$ cat src/hdl/adcs_defs.vh
// Constants for the converter sequencer and its result registers.
// Assumes inclusion by adcs_sequencer.v and by its checker and bench; definitions, no logic.
`ifndef ADCS_DEFS_VH
`define ADCS_DEFS_VH

// ----------------------------------------------------------------
// Register byte offsets
// ----------------------------------------------------------------
`define ADCS_OFF_RES_LOW    8'h00
`define ADCS_OFF_RES_HIGH   8'h04
`define ADCS_OFF_CTRL_FIRST 8'h08
`define ADCS_OFF_CTRL_SECND 8'h0C
`define ADCS_ADR_W          8

// ----------------------------------------------------------------
// First control register fields
// ----------------------------------------------------------------
`define ADCS_BIT_START      7
`define ADCS_BIT_BUSY       6
`define ADCS_BIT_ENABLE     5
`define ADCS_BIT_ALIGN      4
`define ADCS_CH_HI          3
`define ADCS_CH_LO          0

// ----------------------------------------------------------------
// Second control register fields
// ----------------------------------------------------------------
`define ADCS_SRC_HI         7
`define ADCS_SRC_LO         5
`define ADCS_REF_HI         4
`define ADCS_REF_LO         3
`define ADCS_DIV_HI         2
`define ADCS_DIV_LO         0

// ----------------------------------------------------------------
// Reset values and codes
// ----------------------------------------------------------------
`define ADCS_RST_BYTE       8'h00
`define ADCS_RST_RES        12'h000
`define ADCS_SRC_AMP2       3'h1
`define ADCS_SRC_FILT       3'h2
`define ADCS_SRC_AMP1       3'h3
`define ADCS_SRC_BATT       3'h4
`define ADCS_CH_LAST        4'h3
`define ADCS_RES_W          12
`define ADCS_BIT_MSB        4'hB
`define ADCS_DIVCNT_W       7
`define ADCS_PIN_N          4

`endif

$ cat src/hdl/README_unused.v
`timescale 1ns/10ps

$ cat src/hdl/adcs_sequencer.v
// Converter sequencer: control registers, source routing, SAR control, result pair.
// Assumes a classic Wishbone master on clk_i, an analog SAR array and comparator
// outside, and pin-share selections from logic on the same clock.
`timescale 1ns/10ps
`include "adcs_defs.vh"

// Behaviour
// [RULE1] Result is 12-bit unsigned over two bytes
// [RULE2] Exactly one of eight sources reaches converter; none here for a pin source with channel code above 3
// [RULE3] Channel field picks external pin
// [RULE4] Source field picks internal or external
// [RULE5] Left alignment: high D11..4, low D3..0
// [RULE6] Right alignment: high D11..8, low D7..0
// [RULE7] Unused result bits read zero
// [RULE8] Results unchanged while converter disabled
// [RULE9] Start on start bit high then low
// [RULE10] Busy set once conversion initiated
// [RULE11] Busy cleared when conversion finishes
// [RULE12] Converter powered off while enable low
// [RULE13] Converter pins lose general I/O functions
// [RULE14] Converter pins lose pull-high resistor
// [RULE15] Software sets pin sharing before channel
// [RULE16] Software parks channel when internal selected
// [RULE17] One converter, one source at once
// [RULE18] Source codes map pins and internal signals
// [RULE19] Channel codes 0..3 pins, rest float
// [RULE20] Divider code selects clock divided by 2^n
// [RULE21] Completion raises converter interrupt request
// [RULE22] Results and busy update on one edge
module adcs_sequencer
(
    // Clock, reset, enable
    input  wire                       clk_i,
    input  wire                       rst_i,
    input  wire                       ce_i,
    // Wishbone slave
    input  wire                       wb_cyc_i,
    input  wire                       wb_stb_i,
    input  wire                       wb_we_i,
    input  wire [`ADCS_ADR_W-1:0]     wb_adr_i,
    input  wire [3:0]                 wb_sel_i,
    input  wire [31:0]                wb_dat_i,
    output reg  [31:0]                wb_dat_o,
    output reg                        wb_ack_o,
    // Pin sharing
    input  wire [`ADCS_PIN_N-1:0]     pin_share_adc_i,
    output wire [`ADCS_PIN_N-1:0]     pin_func_off_o,
    output wire [`ADCS_PIN_N-1:0]     pullup_off_o,
    // Analog front end
    input  wire                       comp_i,
    output reg                        adc_power_o,
    output reg  [`ADCS_PIN_N-1:0]     ext_pin_sel_o,
    output reg  [3:0]                 int_src_sel_o,
    output reg  [1:0]                 ref_sel_o,
    output reg                        sample_o,
    output reg  [`ADCS_RES_W-1:0]     sar_code_o,
    // Completion
    output reg                        adc_irq_o
);

    // ----------------------------------------------------------------
    // State codes
    // ----------------------------------------------------------------
    localparam [2:0] ST_IDLE   = 3'b001;
    localparam [2:0] ST_SAMPLE = 3'b010;
    localparam [2:0] ST_CONV   = 3'b100;

    // ----------------------------------------------------------------
    // Declarations
    // ----------------------------------------------------------------
    reg  [7:0]                 ctrl0_q;
    reg  [7:0]                 ctrl1_q;
    reg  [`ADCS_RES_W-1:0]     result_q;
    reg                        busy_q;
    reg  [2:0]                 state_q;
    reg  [`ADCS_DIVCNT_W-1:0]  div_cnt_q;
    reg  [3:0]                 bit_q;
    reg  [`ADCS_RES_W-1:0]     trial_q;
    reg                        comp_meta_q;
    reg                        comp_sync_q;
    reg  [7:0]                 rd_byte;
    reg  [7:0]                 wr_ctrl0;
    reg                        start_seen;
    wire                       req;
    wire                       wr_en;
    wire                       enable;
    wire                       tick;
    wire [`ADCS_DIVCNT_W-1:0]  div_top;
    wire                       align;
    wire                       ext_src;

    // ----------------------------------------------------------------
    // Helpers
    // ----------------------------------------------------------------
    // Terminal count of divider for code n: 2^n - 1
    function [`ADCS_DIVCNT_W-1:0] div_limit;
        input [2:0] code;
        begin
            div_limit = ({`ADCS_DIVCNT_W{1'b1}} >> (3'h7 - code));
        end
    endfunction

    // Formats one result byte for the chosen alignment
    function [7:0] res_byte;
        input [`ADCS_RES_W-1:0] d;
        input                   right;
        input                   high;
        begin
            if (!right && high)
                res_byte = d[11:4];                      // see [RULE5]
            else if (!right)
                res_byte = {d[3:0], 4'h0};               // see [RULE5] see [RULE7]
            else if (high)
                res_byte = {4'h0, d[11:8]};              // see [RULE6] see [RULE7]
            else
                res_byte = d[7:0];                       // see [RULE6]
        end
    endfunction

    // Sets one bit of a code
    function [`ADCS_RES_W-1:0] with_bit;
        input [`ADCS_RES_W-1:0] code;
        input [3:0]             idx;
        begin
            with_bit = code | ({{(`ADCS_RES_W-1){1'b0}}, 1'b1} << idx);
        end
    endfunction

    assign req     = wb_cyc_i & wb_stb_i & ~wb_ack_o;
    assign wr_en   = req & wb_we_i & wb_sel_i[0];
    assign enable  = ctrl0_q[`ADCS_BIT_ENABLE];
    assign align   = ctrl0_q[`ADCS_BIT_ALIGN];
    assign div_top = div_limit(ctrl1_q[`ADCS_DIV_HI:`ADCS_DIV_LO]);
    assign tick    = (div_cnt_q == div_top);             // see [RULE20]

    // ----------------------------------------------------------------
    // Source routing
    // ----------------------------------------------------------------
    // Codes other than the four internal ones select the pins
    assign ext_src = (ctrl1_q[`ADCS_SRC_HI:`ADCS_SRC_LO] < `ADCS_SRC_AMP2) ||
                     (ctrl1_q[`ADCS_SRC_HI:`ADCS_SRC_LO] > `ADCS_SRC_BATT);  // see [RULE18]

    always @*
    begin
        ext_pin_sel_o = {`ADCS_PIN_N{1'b0}};
        int_src_sel_o = 4'h0;
        if (ext_src)
        begin
            // Pin is connected only for codes 0..3, otherwise floating
            if (ctrl0_q[`ADCS_CH_HI:`ADCS_CH_LO] <= `ADCS_CH_LAST)              // see [RULE19]
                ext_pin_sel_o[ctrl0_q[1:0]] = 1'b1;      // see [RULE3] see [RULE17]
        end
        else
        begin
            // Internal signal alone, pins held off
            case (ctrl1_q[`ADCS_SRC_HI:`ADCS_SRC_LO])    // see [RULE4] see [RULE2]
                `ADCS_SRC_AMP2: int_src_sel_o = 4'b0001;
                `ADCS_SRC_FILT: int_src_sel_o = 4'b0010;
                `ADCS_SRC_AMP1: int_src_sel_o = 4'b0100;
                `ADCS_SRC_BATT: int_src_sel_o = 4'b1000; // see [RULE18]
                default:        int_src_sel_o = 4'h0;
            endcase
        end
    end

    // Pins claimed by the converter drop other functions and pull-highs
    assign pin_func_off_o = pin_share_adc_i;             // see [RULE13]
    assign pullup_off_o   = pin_share_adc_i;             // see [RULE14]

    // ----------------------------------------------------------------
    // Start detection
    // ----------------------------------------------------------------
    always @*
    begin
        wr_ctrl0   = ctrl0_q;
        start_seen = 1'b0;
        if (wr_en && (wb_adr_i == `ADCS_OFF_CTRL_FIRST))
        begin
            wr_ctrl0 = wb_dat_i[7:0];
            // Start bit held high and now written low
            start_seen = ctrl0_q[`ADCS_BIT_START] &
                         ~wb_dat_i[`ADCS_BIT_START];     // see [RULE9]
        end
    end

    // ----------------------------------------------------------------
    // Comparator synchroniser
    // ----------------------------------------------------------------
    always @(posedge clk_i)
    begin
        if (rst_i)
        begin
            comp_meta_q <= 1'b0;
            comp_sync_q <= 1'b0;
        end
        else if (ce_i)
        begin
            comp_meta_q <= comp_i;
            comp_sync_q <= comp_meta_q;
        end
    end

    // ----------------------------------------------------------------
    // Control registers
    // ----------------------------------------------------------------
    always @(posedge clk_i)
    begin
        if (rst_i)
        begin
            ctrl0_q <= `ADCS_RST_BYTE;
            ctrl1_q <= `ADCS_RST_BYTE;
        end
        else if (ce_i)
        begin
            // Busy bit is never stored here
            ctrl0_q <= wr_ctrl0 & ~(8'h01 << `ADCS_BIT_BUSY);
            if (wr_en && (wb_adr_i == `ADCS_OFF_CTRL_SECND))
                ctrl1_q <= wb_dat_i[7:0];
        end
    end

    // ----------------------------------------------------------------
    // Conversion sequencer
    // ----------------------------------------------------------------
    always @(posedge clk_i)
    begin
        if (rst_i)
        begin
            state_q    <= ST_IDLE;
            busy_q     <= 1'b0;
            div_cnt_q  <= {`ADCS_DIVCNT_W{1'b0}};
            bit_q      <= `ADCS_BIT_MSB;
            trial_q    <= `ADCS_RST_RES;
            result_q   <= `ADCS_RST_RES;
            sample_o   <= 1'b0;
            sar_code_o <= `ADCS_RST_RES;
            adc_irq_o  <= 1'b0;
        end
        else if (ce_i)
        begin
            adc_irq_o <= 1'b0;
            div_cnt_q <= tick ? {`ADCS_DIVCNT_W{1'b0}} : div_cnt_q + 1'b1;
            case (state_q)
                ST_IDLE:
                begin
                    if (start_seen && enable)
                    begin
                        busy_q    <= 1'b1;               // see [RULE10]
                        state_q   <= ST_SAMPLE;
                        sample_o  <= 1'b1;
                        div_cnt_q <= {`ADCS_DIVCNT_W{1'b0}};
                    end
                end
                ST_SAMPLE:
                begin
                    if (!enable)
                    begin
                        busy_q   <= 1'b0;                // see [RULE8]
                        sample_o <= 1'b0;
                        state_q  <= ST_IDLE;
                    end
                    else if (tick)
                    begin
                        sample_o   <= 1'b0;
                        bit_q      <= `ADCS_BIT_MSB;
                        trial_q    <= `ADCS_RST_RES;
                        sar_code_o <= with_bit(`ADCS_RST_RES, `ADCS_BIT_MSB);
                        state_q    <= ST_CONV;
                    end
                end
                ST_CONV:
                begin
                    if (!enable)
                    begin
                        busy_q     <= 1'b0;              // see [RULE8]
                        sar_code_o <= `ADCS_RST_RES;
                        state_q    <= ST_IDLE;
                    end
                    else if (tick)
                    begin
                        if (bit_q == 4'h0)
                        begin
                            // Result pair and busy change together
                            result_q   <= comp_sync_q ? sar_code_o : trial_q; // see [RULE22]
                            busy_q     <= 1'b0;          // see [RULE11]
                            adc_irq_o  <= 1'b1;          // see [RULE21]
                            sar_code_o <= `ADCS_RST_RES;
                            state_q    <= ST_IDLE;
                        end
                        else
                        begin
                            // Keep bit when input is at or above trial
                            trial_q    <= comp_sync_q ? sar_code_o : trial_q; // see [RULE1]
                            sar_code_o <= with_bit(comp_sync_q ? sar_code_o : trial_q,
                                                   bit_q - 1'b1);
                            bit_q      <= bit_q - 1'b1;
                        end
                    end
                end
                default:
                begin
                    state_q <= ST_IDLE;
                    busy_q  <= 1'b0;
                end
            endcase
        end
    end

    // ----------------------------------------------------------------
    // Analog controls
    // ----------------------------------------------------------------
    always @(posedge clk_i)
    begin
        if (rst_i)
        begin
            adc_power_o <= 1'b0;
            ref_sel_o   <= 2'h0;
        end
        else if (ce_i)
        begin
            adc_power_o <= enable;                       // see [RULE12]
            ref_sel_o   <= ctrl1_q[`ADCS_REF_HI:`ADCS_REF_LO];
        end
    end

    // ----------------------------------------------------------------
    // Wishbone read path
    // ----------------------------------------------------------------
    always @*
    begin
        rd_byte = 8'h00;
        case (wb_adr_i)
            `ADCS_OFF_RES_LOW:    rd_byte = res_byte(result_q, align, 1'b0);
            `ADCS_OFF_RES_HIGH:   rd_byte = res_byte(result_q, align, 1'b1);
            `ADCS_OFF_CTRL_FIRST: rd_byte = ctrl0_q | ({7'h00, busy_q} << `ADCS_BIT_BUSY);
            `ADCS_OFF_CTRL_SECND: rd_byte = ctrl1_q;
            default:              rd_byte = 8'h00;
        endcase
    end

    always @(posedge clk_i)
    begin
        if (rst_i)
        begin
            wb_ack_o <= 1'b0;
            wb_dat_o <= 32'h0000_0000;
        end
        else if (ce_i)
        begin
            wb_ack_o <= req;
            if (req)
                wb_dat_o <= {24'h00_0000, rd_byte};
        end
    end

endmodule

$ cat config.mk
export PLATFORM = sky130hd
export DESIGN_NAME = adcs_sequencer
export DESIGN_NICKNAME = d
export VERILOG_FILES = /design/src/hdl/README_unused.v /design/src/hdl/adcs_sequencer.v
export VERILOG_INCLUDE_DIRS = /design/src /design/src/hdl
export SDC_FILE = /design/constraint.sdc
export NUM_CORES = 1
export LEC_CHECK = 0
export ABC_AREA = 1
export BUFFER_PORTS_ARGS = -buffer_cell sky130_fd_sc_hd__buf_2
export CORE_ASPECT_RATIO = 0.8
export CORE_UTILIZATION = 57
export CTS_CLUSTER_DIAMETER = 100
export CTS_CLUSTER_SIZE = 20
export DETAILED_ROUTE_END_ITERATION = 8
export PLACE_DENSITY = 0.83
export SYNTH_ARGS = -nofsm -noshare
export SYNTH_HDL_FRONTEND = slang
export SYNTH_SLANG_ARGS = --single-unit
$ cat constraint.sdc
create_clock -name clk_i -period 4.3 [get_ports clk_i]
set_input_delay 0.86 -clock clk_i [delete_from_list [all_inputs] [get_ports clk_i]]
set_output_delay 0.86 -clock clk_i [all_outputs]
set_load 0.02 [all_outputs]
# Word-level counts from Yosys, hierarchy flattened
# Cells that the tools add are included.
[classes]
n_mux = 52
magnitude_cmp = 5
n_div = 0
multipliers = 0
eq_ne = 21
reduce_logical = 18
shifts = 2
n_addsub = 3
n_bitwise = 9
[op_table]
columns = ["cell", "count"]
rows = [
  ["two-way mux 12 bit", 11],
  ["one-hot mux 12 bit (2 select lines)", 2],
  ["two-way mux 4 bit", 8],
  ["one-hot mux 8 bit (4 select lines)", 1],
  ["two-way mux 7 bit", 3],
  ["AND reduction 5 bit", 4],
  ["two-way mux 3 bit", 6],
  ["== test 8 x 4 -> 1 bit, second input constant", 2],
  ["two-way mux 8 bit", 2],
  ["one-hot mux 4 bit (4 select lines)", 1],
  ["inequality test 2 bit, second input constant", 7],
  ["two-way mux 1 bit", 13],
  ["bitwise OR 12 bit", 1],
  ["<< shifter 1 x 4 -> 12 bit, first input constant", 1],
  ["== test 3 x 2 -> 1 bit, second input constant", 3],
  ["inequality test 3 bit, second input constant", 3],
  ["one-hot mux 3 bit (3 select lines)", 1],
  ["== test 8 x 3 -> 1 bit, second input constant", 1],
  ["logical NOT 8 bit", 1],
  ["bitwise OR 8 x 7 -> 8 bit", 1],
  ["one-hot mux 4 bit (2 select lines)", 1],
  ["adder 7 x 1 -> 7 bit, second input constant", 1],
  ["== test 7 bit", 1],
  ["AND reduction 7 bit", 1],
  ["21 further kinds", 34],
]
[word_totals]
romBits = 0
mem_count = 0
latch_bits = 0
ram_bits = 0
ff_bits = 82
word_cells = 127

# Longest topological paths before layout
# Gate-level depths: netlist of run 1.
[logic_depth]
ltp_word = 9
mapped_depth = 13

# Worst setup path after synthesis of run 1
# Ideal clock, no wire load.
[synth_path]
path_type = "reg2out"
start = "register ctrl1_q[7]"
end = "output ext_pin_sel_o[2]"
path_buffers = 0
path_stages_with_launch = 4
required_time_ns = 3.440
arrival_ns = 1.252
setup_slack_ns = 2.188
cell_sequence = "dfxtp_1 > inv_1 > xor2_1 > nor4_1"
[synth_between]
elab_chain_len = 3
word_cells_on_any_way = 4
classes_between = "order compare: 2; mux: 1; reduce/logical: 1"
[synth_lines]
columns = ["element", "line_no", "source"]
rows = [
  ["start: declaration", "adcs_sequencer.v:72", "reg [7:0] ctrl1_q;"],
  ["start signal: assignment", "adcs_sequencer.v:211", "ctrl1_q <= `ADCS_RST_BYTE;"],
  ["start signal: assignment", "adcs_sequencer.v:218", "ctrl1_q <= wb_dat_i[7:0];"],
  ["< comparator 3 x 1 -> 1 bit (no source line) or > comparator 3 bit (tied branches)", "--", ""],
  ["logical OR 1 bit (*)", "adcs_sequencer.v:140", "assign ext_src = (ctrl1_q[`ADCS_SRC_HI:`ADCS_SRC_LO] < `ADCS_SRC_AMP2) ||"],
  ["two-way mux 4 bit (*)", "adcs_sequencer.v:147", "if (ext_src)"],
  ["end: declaration", "adcs_sequencer.v:52", "output reg [`ADCS_PIN_N-1:0] ext_pin_sel_o,"],
]
# Mark *: on every way between the ends. The rest lies on a longest branch, timed or not.

# Worst setup path in the final report of run 1
[layout_path]
start = "input ce_i"
end = "register sar_code_o[5]"
[layout_between]
elab_chain_len = 1
[layout_lines]
columns = ["element", "line_no", "source"]
rows = [
  ["start: declaration", "adcs_sequencer.v:35", "input wire ce_i,"],
  ["AND reduction 5 bit (no source line)", "--", ""],
  ["end signal: assignment", "adcs_sequencer.v:236", "sar_code_o <= `ADCS_RST_RES;"],
  ["end signal: assignment", "adcs_sequencer.v:267", "sar_code_o <= with_bit(`ADCS_RST_RES, `ADCS_BIT_MSB);"],
  ["end signal: assignment", "adcs_sequencer.v:276", "sar_code_o <= `ADCS_RST_RES;"],
  ["end: declaration", "adcs_sequencer.v:56", "output reg [`ADCS_RES_W-1:0] sar_code_o,"],
]
# Every way passes these cells.
# A chain may end at the register's enable or synchronous reset.

==> flow_summary_export.csv, run 1 <==
group,metric,value,unit
clock_network,cts_tree,"yes",
layout,area_growth,7.43,%
layout,layoutNonFillerInstCount,791,
setup_path,reg2reg_depth,9,
placed_design,hpwlAfterDp,7710,um
route,via_per_inst,5.52,
layout,multiInputGateArea,2260,sq um
yosys,ys_async_sr_fraction,0,%
yosys,synth-xor-area-share,1.91,%
layout,final_common_cell,"nand2_1",
sta,slew_headroom,22.0,%
floorplan,core,7530,sq um
global_routing,grt_antenna_before_repair,0,
flow_run,maxCapViolations,0,
layout,ff_latch_area,1640,sq um
yosys,ys.flop_type,"dfxtp_1",
route,wl_per_cell,13.7,um
yosys,avgSynthCellArea,6.99,sq um
global_routing,grt_pass1_vias,3853,
yosys,ys_seq_elements,82,
floorplan,die_area,8310,sq um
sta,slew_violations,0,
power_and_ir_drop,p_per_area,334,nW/um^2
layout,fill_cells,664,
yosys,synth_fa_ha_area_share,1.66,%
setup_path,reg2reg_to,"sar_code_o[5]",
yosys,synth_largest_area_cell,"dfxtp_1",
clock_network,cts_buffers,9,
sta,timing.final.crit_share,57.8,%
setup_path,crit_fanout,19,
floorplan,start_util,60.1,%
floorplan,dieHeight,81.7,um
placed_design,io_buffers,57,
yosys,ys_types,37,
yosys,synth.top_cell.area_share,36.2,%
route,vias,4363,
global_routing,grt_pass1_wl,17200,um
route,ant_nets,0,
route,wl,10800,um
setup_path,worst_ep_arrival_time,2.74,ns
clock_network,cts-hold-fix-buffers,0,
sta,setup_viol,0,
global_routing,grt_max_degree,46,
sta,rsz0062_at_grt,"false",
power_and_ir_drop,leakage,0.00205,uW
placed_design,placed_cells,775,
yosys,netlist_instances,648,
yosys,synth_simple_gate_area_share,24.3,%
layout,fin_nets,742,
sta,setup_tns,0,ns
sta,worst_pin_slew,1.17,ns
status,status,"finished clean",
setup_path,r2r_slack,2.10,ns
layout,layout-drive-gt1-share,15.3,%
hold_path,holdPathEnd,"wb_dat_o[3]",
clock_network,cts.clk_slew.worst_paths,0.09,ns
setup_path,cp.required,4.55,ns
setup_path,crit_type,"in2reg",
layout,final_cell_mix,"nand2_1, dfxtp_1, inv_1",
hold_path,hold_path_startpoint,"wb_dat_o[3]",
route,drc,0,
route,first_pass_iters,6,
route,drt_iter0_drc,265,
floorplan,rows,28,
yosys,yosysWarnings,0,
layout,final_area,4870,sq um
yosys,synthMuxAreaShare,0.221,%
sta,fmax,0.402,GHz
yosys,synth-seq-area-share,36.2,%
clock_network,ctsRootBufferMaster,"clkbuf_8",
clock_network,cts_setup_buffers,0,
global_routing,overflow,0,
floorplan,io_pins,121,
clock_network,cts_resized,0,
global_routing,track_usage,26.7,%
setup_path,end_kind,"flip-flop",
hold_path,hold_depth,2,
clock_network,clkLatencyLatePin,0.36,ns
setup_path,reg2reg_from,"state_q[1]",
layout,finish.utilization,64.6,%
yosys,synth_edf_count,0,
sta,period_minus_slack,2.48,ns
sta,worst_clock_skew,0.0114,ns
hold_path,hp-class,"reg2reg",
clock_network,cts_max_level,3,
sta,hold_violations,0,
placed_design,finalWeightedCongestion,0.884,
power_and_ir_drop,ir_worst_vdd,211,uV
setup_path,crit_path_start_kind,"primary input",
yosys,yosys-top-cells-area,"dfxtp_1, nand2_1, a21oi_1",
yosys,synth_compound_area_share,19.8,%
placed_design,dpl-instance-area,4660,sq um
yosys,synth_top_family_by_area,"simple AND/OR/NAND/NOR gates",
clock_network,cts_buffer_depth,2,
floorplan,fp.dieW,102,um
clock_network,clock_sinks,82,
layout,diodes,0,
yosys,netlist_area,4530,sq um
## where the power goes
part	internal (uW)	leakage, uW	total [uW]	switching (uW)
registers	784	0.000662	811	27.1
logic	69.7	0.00129	237	167
clock network	285	0.000103	577	292
total	1140	0.00205	1620	486
## synth_stat cells (2+ instances only)
master / n
ha_1: 6
o21ai_1: 11
o211ai_2: 3
nand2_1: 111
buf_2: 8
inv_2: 7
o211ai_1: 3
buf_4: 33
o21ai_2: 2
nor2_4: 4
xor2_1: 6
nand3_2: 2
nand3_1: 37
o22ai_1: 2
nor2_1: 35
nand2_2: 2
nor3_1: 11
a21oi_1: 78
buf_6: 4
nand3_4: 2
nor4_1: 2
nand2_4: 2
dfxtp_1: 82
nand4_1: 20
nor2_2: 3
clkbuf_1: 15
and2_1: 2
o21ai_0: 67
inv_1: 79
xnor2_1: 2
## stage by stage
stage	hold WS, ns	power [uW]	setup WS [ns]
after detailed placement	0.453	1060	1.48
after floorplan	0.436	1030	2.19
after global routing	0.482	1690	1.64
final	0.468	1620	1.82
after CTS	0.465	1630	1.87
after global placement	0.447	1050	1.51
## sequential cells by signal (all words and copies together) (netlist names)
name and count:
wb_ack_o 1, ctrl1_q 8, bit_q 4, wb_dat_o 8
trial_q 12, result_q 12, div_cnt_q 7, comp_meta_q 1
ref_sel_o 2, ctrl0_q 7, sar_code_o 12, busy_q 1
adc_irq_o 1, adc_power_o 1, sample_o 1, state_q 3
comp_sync_q 1
## metal layers
| layer | vias to the layer above | track usage, % | share of wire (%) | routed length [um] |
|---|---|---|---|---|
| met4 | 0 | 9.28 | 1.5 | 165 |
| met2 | 184 | 45.1 | 48 | 5150 |
| met3 | 24 | 5.87 | 7.8 | 844 |
| met5 | - | 0 | 0 | 0 |
| met1 | 2010 | 33.9 | 43 | 4640 |
| li1 | 2145 | - | - | - |
## worst max-delay path by stage
| stage | startpoint | endpoint |
|---|---|---|
| global route | wb_adr_i[7] | ctrl1_q[2] |
| detailed placement | ce_i | sar_code_o[5] |
| floorplan | ctrl1_q[7] | ext_pin_sel_o[2] |
| global placement | ce_i | sar_code_o[4] |
| finish | ce_i | sar_code_o[5] |
| CTS | ce_i | sar_code_o[5] |
## critical path, stage by stage
cell and delay (ns):
buf_2 0.28, inv_2 0.25, nor2_4 0.41, a21boi_4 0.46, inv_2 0.20, o21ai_0 0.20
nor2_1 0.07
## kinds of logic after synthesis
logic type	Yosys count
and+or+nand+nor	234
AOI/OAI and AO/OA	168
buffers and inverters	147
DFF	82
xor gates and xnor gates	9
adders and majority gates	6
other	1
muxes	1
## final cells by class
| cell class | count | area share [%] |
|---|---|---|
| timing repair buffer | 59 | 6.17 |
| inverter | 87 | 6.71 |
| clock inverter | 6 | 1.34 |
| multi-input combinational | 442 | 46.5 |
| clock buffer | 10 | 2.83 |
| tap | 105 | 2.70 |
| sequential | 82 | 33.7 |
Note: power is estimated with default switching activity, not from simulation.
==> run 2, diff against run 1 <==
--- a/config.mk
+++ b/config.mk
@@ -9,11 +9,11 @@
 export ABC_AREA = 1
 export BUFFER_PORTS_ARGS = -buffer_cell sky130_fd_sc_hd__buf_2
 export CORE_ASPECT_RATIO = 0.8
-export CORE_UTILIZATION = 57
+export CORE_UTILIZATION = 53
 export CTS_CLUSTER_DIAMETER = 100
 export CTS_CLUSTER_SIZE = 20
 export DETAILED_ROUTE_END_ITERATION = 8
-export PLACE_DENSITY = 0.83
+export PLACE_DENSITY = 0.77
 export SYNTH_ARGS = -nofsm -noshare
 export SYNTH_HDL_FRONTEND = slang
 export SYNTH_SLANG_ARGS = --single-unit
==> constraint.sdc (replaced) <==
create_clock -name clk_i -period 2.37 [get_ports clk_i]
set_input_delay 0.474 -clock clk_i [delete_from_list [all_inputs] [get_ports clk_i]]
set_output_delay 0.474 -clock clk_i [all_outputs]
set_load 0.02 [all_outputs]
==> run 2 against run 1 <==
Sequential cell count did not move. Register-to-register slack got worse by 1.7 ns. Sequential share of layout area fell by 0.40 points. Power rose by 83%. Global-route usage fell by 0.42 points. Die area rose by 7.4%. Critical path depth rose by 1. Worst hold slack got worse by 0.12 ns. Routed wire length rose by 3.6%. Utilization fell by 3.7 points. Highest routed layer unchanged.
==> flow_summary_export.csv, run 2 (synthesis gave the netlist of run 1 again) <==
group,metric,value,unit
layout,layout-drive-gt1-share,16.0,%
route,wl_per_cell,14.0,um
hold_path,hold_path_startpoint,"comp_i",
clock_network,ctsRootBufferMaster,"clkbuf_8",
clock_network,cts_buffer_depth,2,
route,via_per_inst,5.37,
setup_path,reg2reg_from,"bit_q[0]",
sta,rsz0062_at_grt,"false",
flow_run,maxCapViolations,0,
clock_network,clock_sinks,82,
sta,worst_clock_skew,0.0113,ns
route,wl_met2,5090,um
sta,fmax,0.499,GHz
layout,final_common_cell,"nand2_1",
sta,slew_headroom,44.3,%
route,wl,11200,um
floorplan,start_util,56.0,%
clock_network,cts_max_level,3,
route,wl_met3,922,um
route,top_layer_used,"met4",
layout,area_growth,8.73,%
floorplan,dieHeight,84.7,um
status,status,"finished clean",
placed_design,preCtsSetupSlack,0.280,ns
layout,final_cell_mix,"nand2_1, dfxtp_1, inv_1",
clock_network,cts_resized,0,
floorplan,die_area,8920,sq um
floorplan,fp.dieW,105,um
route,met1_length,5080,um
placed_design,hpwlAfterDp,7910,um
power_and_ir_drop,leakage,0.00208,uW
floorplan,core,8090,sq um
sta,setup_tns,0,ns
floorplan,rows,29,
layout,fin_nets,749,
power_and_ir_drop,total_power,2970,uW
placed_design,io_buffers,57,
global_routing,grt_pass1_wl,18500,um
setup_path,cp.required,2.62,ns
placed_design,finalWeightedCongestion,0.944,
layout,finish.utilization,60.9,%
clock_network,cts_setup_buffers,0,
sta,period_minus_slack,2.01,ns
route,ant_nets,0,
global_routing,grt_antenna_before_repair,0,
route,vias,4301,
setup_path,crit_fanout,19,
power_and_ir_drop,p_per_area,603,nW/um^2
sta,worst_pin_slew,0.834,ns
route,first_pass_iters,7,
setup_path,worst_ep_arrival_time,2.26,ns
layout,top_regs,"result_q x12, sar_code_o x12, trial_q x12",
clock_network,clkLatencyLatePin,0.38,ns
setup_path,crit_start,"bit_q[0]",
sta,hold_violations,0,
layout,fill_cells,749,
setup_path,end_kind,"flip-flop",
route,drt_iter0_drc,311,
setup_path,crit_path_start_kind,"flip-flop",
sta,setup_viol,0,
floorplan,io_pins,121,
global_routing,track_usage,26.3,%
sta,setup_ws,0.364,ns
global_routing,grt_pass1_vias,3994,
global_routing,grt_max_degree,45,
clock_network,cts_tree,"yes",
layout,diodes,0,
route,drc,0,
power_and_ir_drop,ir_worst_vdd,454,uV
setup_path,crit_type,"reg2reg",
sta,slew_violations,0,
global_routing,overflow,0,
hold_path,hp-class,"in2reg",
clock_network,cts-hold-fix-buffers,0,
clock_network,cts_buffers,9,
sta,timing.final.crit_share,84.6,%
clock_network,cts.clk_slew.worst_paths,0.08,ns
==> run 2: changes by cell type in the layout (fill, tap and decap cells not counted), sizes merged <==
cell / delta
buf: +7
clkbuf: +2
clkinv: -2
clkinvlp: +1
inv: -1
==> run 2: stage by stage <==
step / hold WS (ns) / std cells / cell area [sq um]
6_report: 0.345 / 801 / 4920
5_1_grt: 0.341 / 801 / 4920
2_1_floorplan: 0.436 / 671 / 4620
3_3_place_gp: 0.448 / 785 / 4720
4_1_cts: 0.339 / 801 / 4920
3_5_place_dp: 0.453 / 785 / 4720
==> run 2: path summary, 6_finish.rpt <==
check | slack, ns | end | cells after the start
min reg2reg | 0.46 | trial_q[0] | 2
max reg2reg | 0.36 | bit_q[0] | 8
max | 0.36 | bit_q[0] | 8
min | 0.34 | comp_meta_q | 3
==> run 2: metal layers <==
metal,GRT usage [%],vias up
met2,41.7,159
met4,6.27,0
met1,34.6,1985
met3,8.85,8
met5,0,-
li1,-,2149
==> run 2: layout make-up <==
type | count | area (sq um) | share of cell area (%)
well taps | 108 | 135 | 2.74
flip-flops and latches | 82 | 1640 | 33.3
inverters | 87 | 327 | 6.63
clock inverters | 4 | 50.0 | 1.02
repair buffers | 66 | 353 | 7.16
clock buffers | 12 | 155 | 3.15
multi-input cells | 442 | 2260 | 46.0
==> run 2: where the power goes <==
| group | switching [uW] | leakage (uW) | internal (uW) |
|---|---|---|---|
| logic | 301 | 0.00132 | 133 |
| registers | 49.7 | 0.000662 | 1420 |
| clock network | 521 | 0.0000986 | 543 |
==> run 2: critical path, cell delays in order (launching register included) <==
cell	delay, ns
dfxtp_1	0.42
inv_1	0.14
ha_1	0.25
nand3_1	0.12
inv_1	0.07
o21ai_0	0.36
nand3_4	0.28
nand2_1	0.16
o211ai_2	0.08
==> run 3, diff against run 2 <==
--- a/config.mk
+++ b/config.mk
@@ -6,14 +6,14 @@
 export SDC_FILE = /design/constraint.sdc
 export NUM_CORES = 1
 export LEC_CHECK = 0
-export ABC_AREA = 1
+export ABC_AREA = 0
 export BUFFER_PORTS_ARGS = -buffer_cell sky130_fd_sc_hd__buf_2
 export CORE_ASPECT_RATIO = 0.8
 export CORE_UTILIZATION = 53
 export CTS_CLUSTER_DIAMETER = 100
 export CTS_CLUSTER_SIZE = 20
 export DETAILED_ROUTE_END_ITERATION = 8
-export PLACE_DENSITY = 0.77
+export PLACE_DENSITY = 0.78
 export SYNTH_ARGS = -nofsm -noshare
 export SYNTH_HDL_FRONTEND = slang
 export SYNTH_SLANG_ARGS = --single-unit
==> constraint.sdc (replaced) <==
create_clock -name clk_i -period 2.1 [get_ports clk_i]
set_input_delay 0.42 -clock clk_i [delete_from_list [all_inputs] [get_ports clk_i]]
set_output_delay 0.42 -clock clk_i [all_outputs]
set_load 0.02 [all_outputs]
==> run 3 against run 2 <==
Clock skew is 0.0062 ns higher. Sequential cell count stayed put. Cell count is 15% lower. First-iteration DRC count is 23% lower. Power is 2.2% lower. Utilization is 4.0 points higher. Global-route usage is 1.2 points lower. Via count is 9.5% lower. Critical path depth stayed put. Die area is 2.4% lower.
==> flow_summary_export.csv, run 3 <==
group,metric,value,unit
sta,setup_viol,0,
power_and_ir_drop,total_power,2900,uW
clock_network,cts_buffer_depth,2,
setup_path,cp.required,2.35,ns
hold_path,hold_depth,3,
yosys,synth_fa_ha_area_share,1.70,%
sta,worst_clock_skew,0.0175,ns
hold_path,hp-class,"in2reg",
floorplan,rows,29,
global_routing,grt_pass1_vias,3540,
floorplan,core,8020,sq um
layout,fin_nets,627,
yosys,netlist_top_cells_count,"dfxtp_1, nor2_1, mux2i_1, nand2_1, buf_4",
setup_path,crit_path_start_kind,"flip-flop",
power_and_ir_drop,p_per_area,558,nW/um^2
status,status,"finished clean",
route,wl_per_cell,16.4,um
yosys,ys.flop_type,"dfxtp_1",
yosys,synthMuxAreaShare,15.7,%
yosys,synth_simple_gate_area_share,20.0,%
route,ant_nets,0,
yosys,netlist_area,4420,sq um
yosys,synth_largest_area_cell,"dfxtp_1",
setup_path,reg2reg_from,"ctrl1_q[1]",
setup_path,worst_ep_arrival_time,2.33,ns
floorplan,start_util,55.1,%
yosys,synth_top_family_by_area,"simple AND/OR/NAND/NOR gates",
global_routing,grt_max_degree,41,
power_and_ir_drop,ir_worst_vdd,331,uV
placed_design,hpwlAfterDp,7570,um
yosys,synth-seq-area-share,37.2,%
clock_network,cts_max_level,3,
hold_path,hold_path_startpoint,"comp_i",
route,drc,0,
flow_run,maxCapViolations,0,
setup_path,crit_type,"reg2reg",
global_routing,grt_pass1_wl,17500,um
sta,hold_violations,0,
layout,area_growth,17.8,%
layout,layout-drive-gt1-share,29.6,%
yosys,avgSynthCellArea,8.90,sq um
sta,setup_tns,0,ns
setup_path,reg2reg_depth,8,
yosys,yosys-top-cells-area,"dfxtp_1, mux2i_1, mux2_2",
layout,finish.utilization,64.9,%
sta,slew_headroom,61.2,%
layout,diodes,0,
global_routing,overflow,0,
sta,hold_ws,0.302,ns
global_routing,track_usage,25.2,%
yosys,synth.top_cell.area_share,37.2,%
clock_network,cts_tree,"yes",
sta,period_minus_slack,2.08,ns
clock_network,ctsRootBufferMaster,"clkbuf_8",
route,drt_iter0_drc,239,
yosys,ys_types,63,
hold_path,holdPathEnd,"comp_meta_q",
yosys,synth_compound_area_share,14.2,%
placed_design,io_buffers,57,
yosys,ys_async_sr_fraction,0,%
route,first_pass_iters,6,
clock_network,cts.clk_slew.worst_paths,0.09,ns
layout,fill_cells,664,
yosys,synth_edf_count,0,
sta,worst_pin_slew,0.581,ns
floorplan,io_pins,121,
yosys,synth_most_common_cell,"dfxtp_1",
layout,final_common_cell,"dfxtp_1",
yosys,netlist_instances,496,
setup_path,r2r_slack,0.02,ns
clock_network,clock_sinks,82,
floorplan,die_area,8700,sq um
layout,top_regs,"result_q x12, sar_code_o x12, trial_q x12",
sta,rsz0062_at_grt,"true",
yosys,synth-xor-area-share,1.59,%
sta,timing.final.crit_share,98.9,%
setup_path,crit_fanout,8,
placed_design,finalWeightedCongestion,0.920,
yosys,ys_seq_elements,82,
route,via_per_inst,5.73,
global_routing,grt_antenna_before_repair,0,
setup_path,end_kind,"flip-flop",
sta,slew_violations,0,
setup_path,reg2reg_to,"sar_code_o[8]",
route,wl,11100,um
yosys,yosysWarnings,0,
sta,fmax,0.482,GHz
clock_network,cts_buffers,9,
clock_network,clkLatencyLatePin,0.36,ns
floorplan,fp.dieW,104,um
layout,final_cell_mix,"dfxtp_1, nor2_1, buf_2",
route,vias,3893,
power_and_ir_drop,leakage,0.00215,uW
floorplan,dieHeight,83.7,um
run 3: critical path: stages, from the launching register on:
cell and delay (ns):
dfxtp_4 0.39, buf_6 0.13, nor2_1 0.10, a221oi_1 0.10, a21oi_2 0.19, nand3_4 0.15
a211oi_4 0.38, buf_6 0.21, mux2_4 0.31
run 3: repair_timing:
| item | in CTS | in global routing |
|---|---|---|
| setup endpoints to repair | 23 | 31 |
| endpoints found under the hold margin | 0 | 0 |
| hold buffers | 0 | 0 |
| pin swaps | 1 | 7 |
| resized for setup | 14 | 30 |
| gates cloned | 1 | 0 |
| buffers inserted | 0 | 6 |
run 3: metal layers:
metal,vias up,global-route usage (%),part of all wire [%]
met2,147,40.7,48
met3,23,5.23,5.1
li1,1842,-,-
met1,1881,33.4,45
met5,-,0,0
met4,0,8.44,1.9
run 3: worst max-delay path by stage:
stage,cells after the start,start,endpoint
floorplan,8,ctrl1_q[0],sar_code_o[10]
detailed placement,7,ctrl1_q[1],sar_code_o[8]
finish,8,ctrl1_q[1],sar_code_o[8]
CTS,7,ctrl1_q[0],sar_code_o[8]
global placement,7,ctrl1_q[2],sar_code_o[2]
global route,7,ctrl1_q[1],sar_code_o[2]
run 3: stage by stage:
step                      instances  instance area (sq um)  worst slack [ns]
final                           679                   5200            0.0240
after global routing            679                   5200           -0.0307
after CTS                       673                   5060           0.00466
after detailed placement        656                   4810           -0.0458
after global placement          656                   4810            0.0357
after floorplan                 519                   4500            0.0459
run 3: kinds of logic (layout without fill, tap and decap cells):
group	after synthesis	after routing
adders and majority gates	6	6
DFF	82	82
and+or+nand+nor	168	168
buffers and inverters	73	125
AOI/OAI and AO/OA	92	92
xor gates and xnor gates	8	8
muxes	66	66
other	1	24
run 3: layout make-up:
| class | count | area (sq um) | share of cell area, % |
|---|---|---|---|
| sequential | 82 | 1660 | 31.9 |
| clock buffer | 11 | 141 | 2.72 |
| tap | 108 | 135 | 2.60 |
| inverter | 12 | 47.5 | 0.914 |
| clock inverter | 5 | 61.3 | 1.18 |
| multi-input combinational | 364 | 2540 | 48.9 |
| timing repair buffer | 97 | 613 | 11.8 |
run 3: power breakdown:
part / internal, uW / total (uW) / switching [uW]
sequential: 1550 / 1550 / 4.45
clock: 589 / 1190 / 602
combinational: 41.6 / 156 / 115
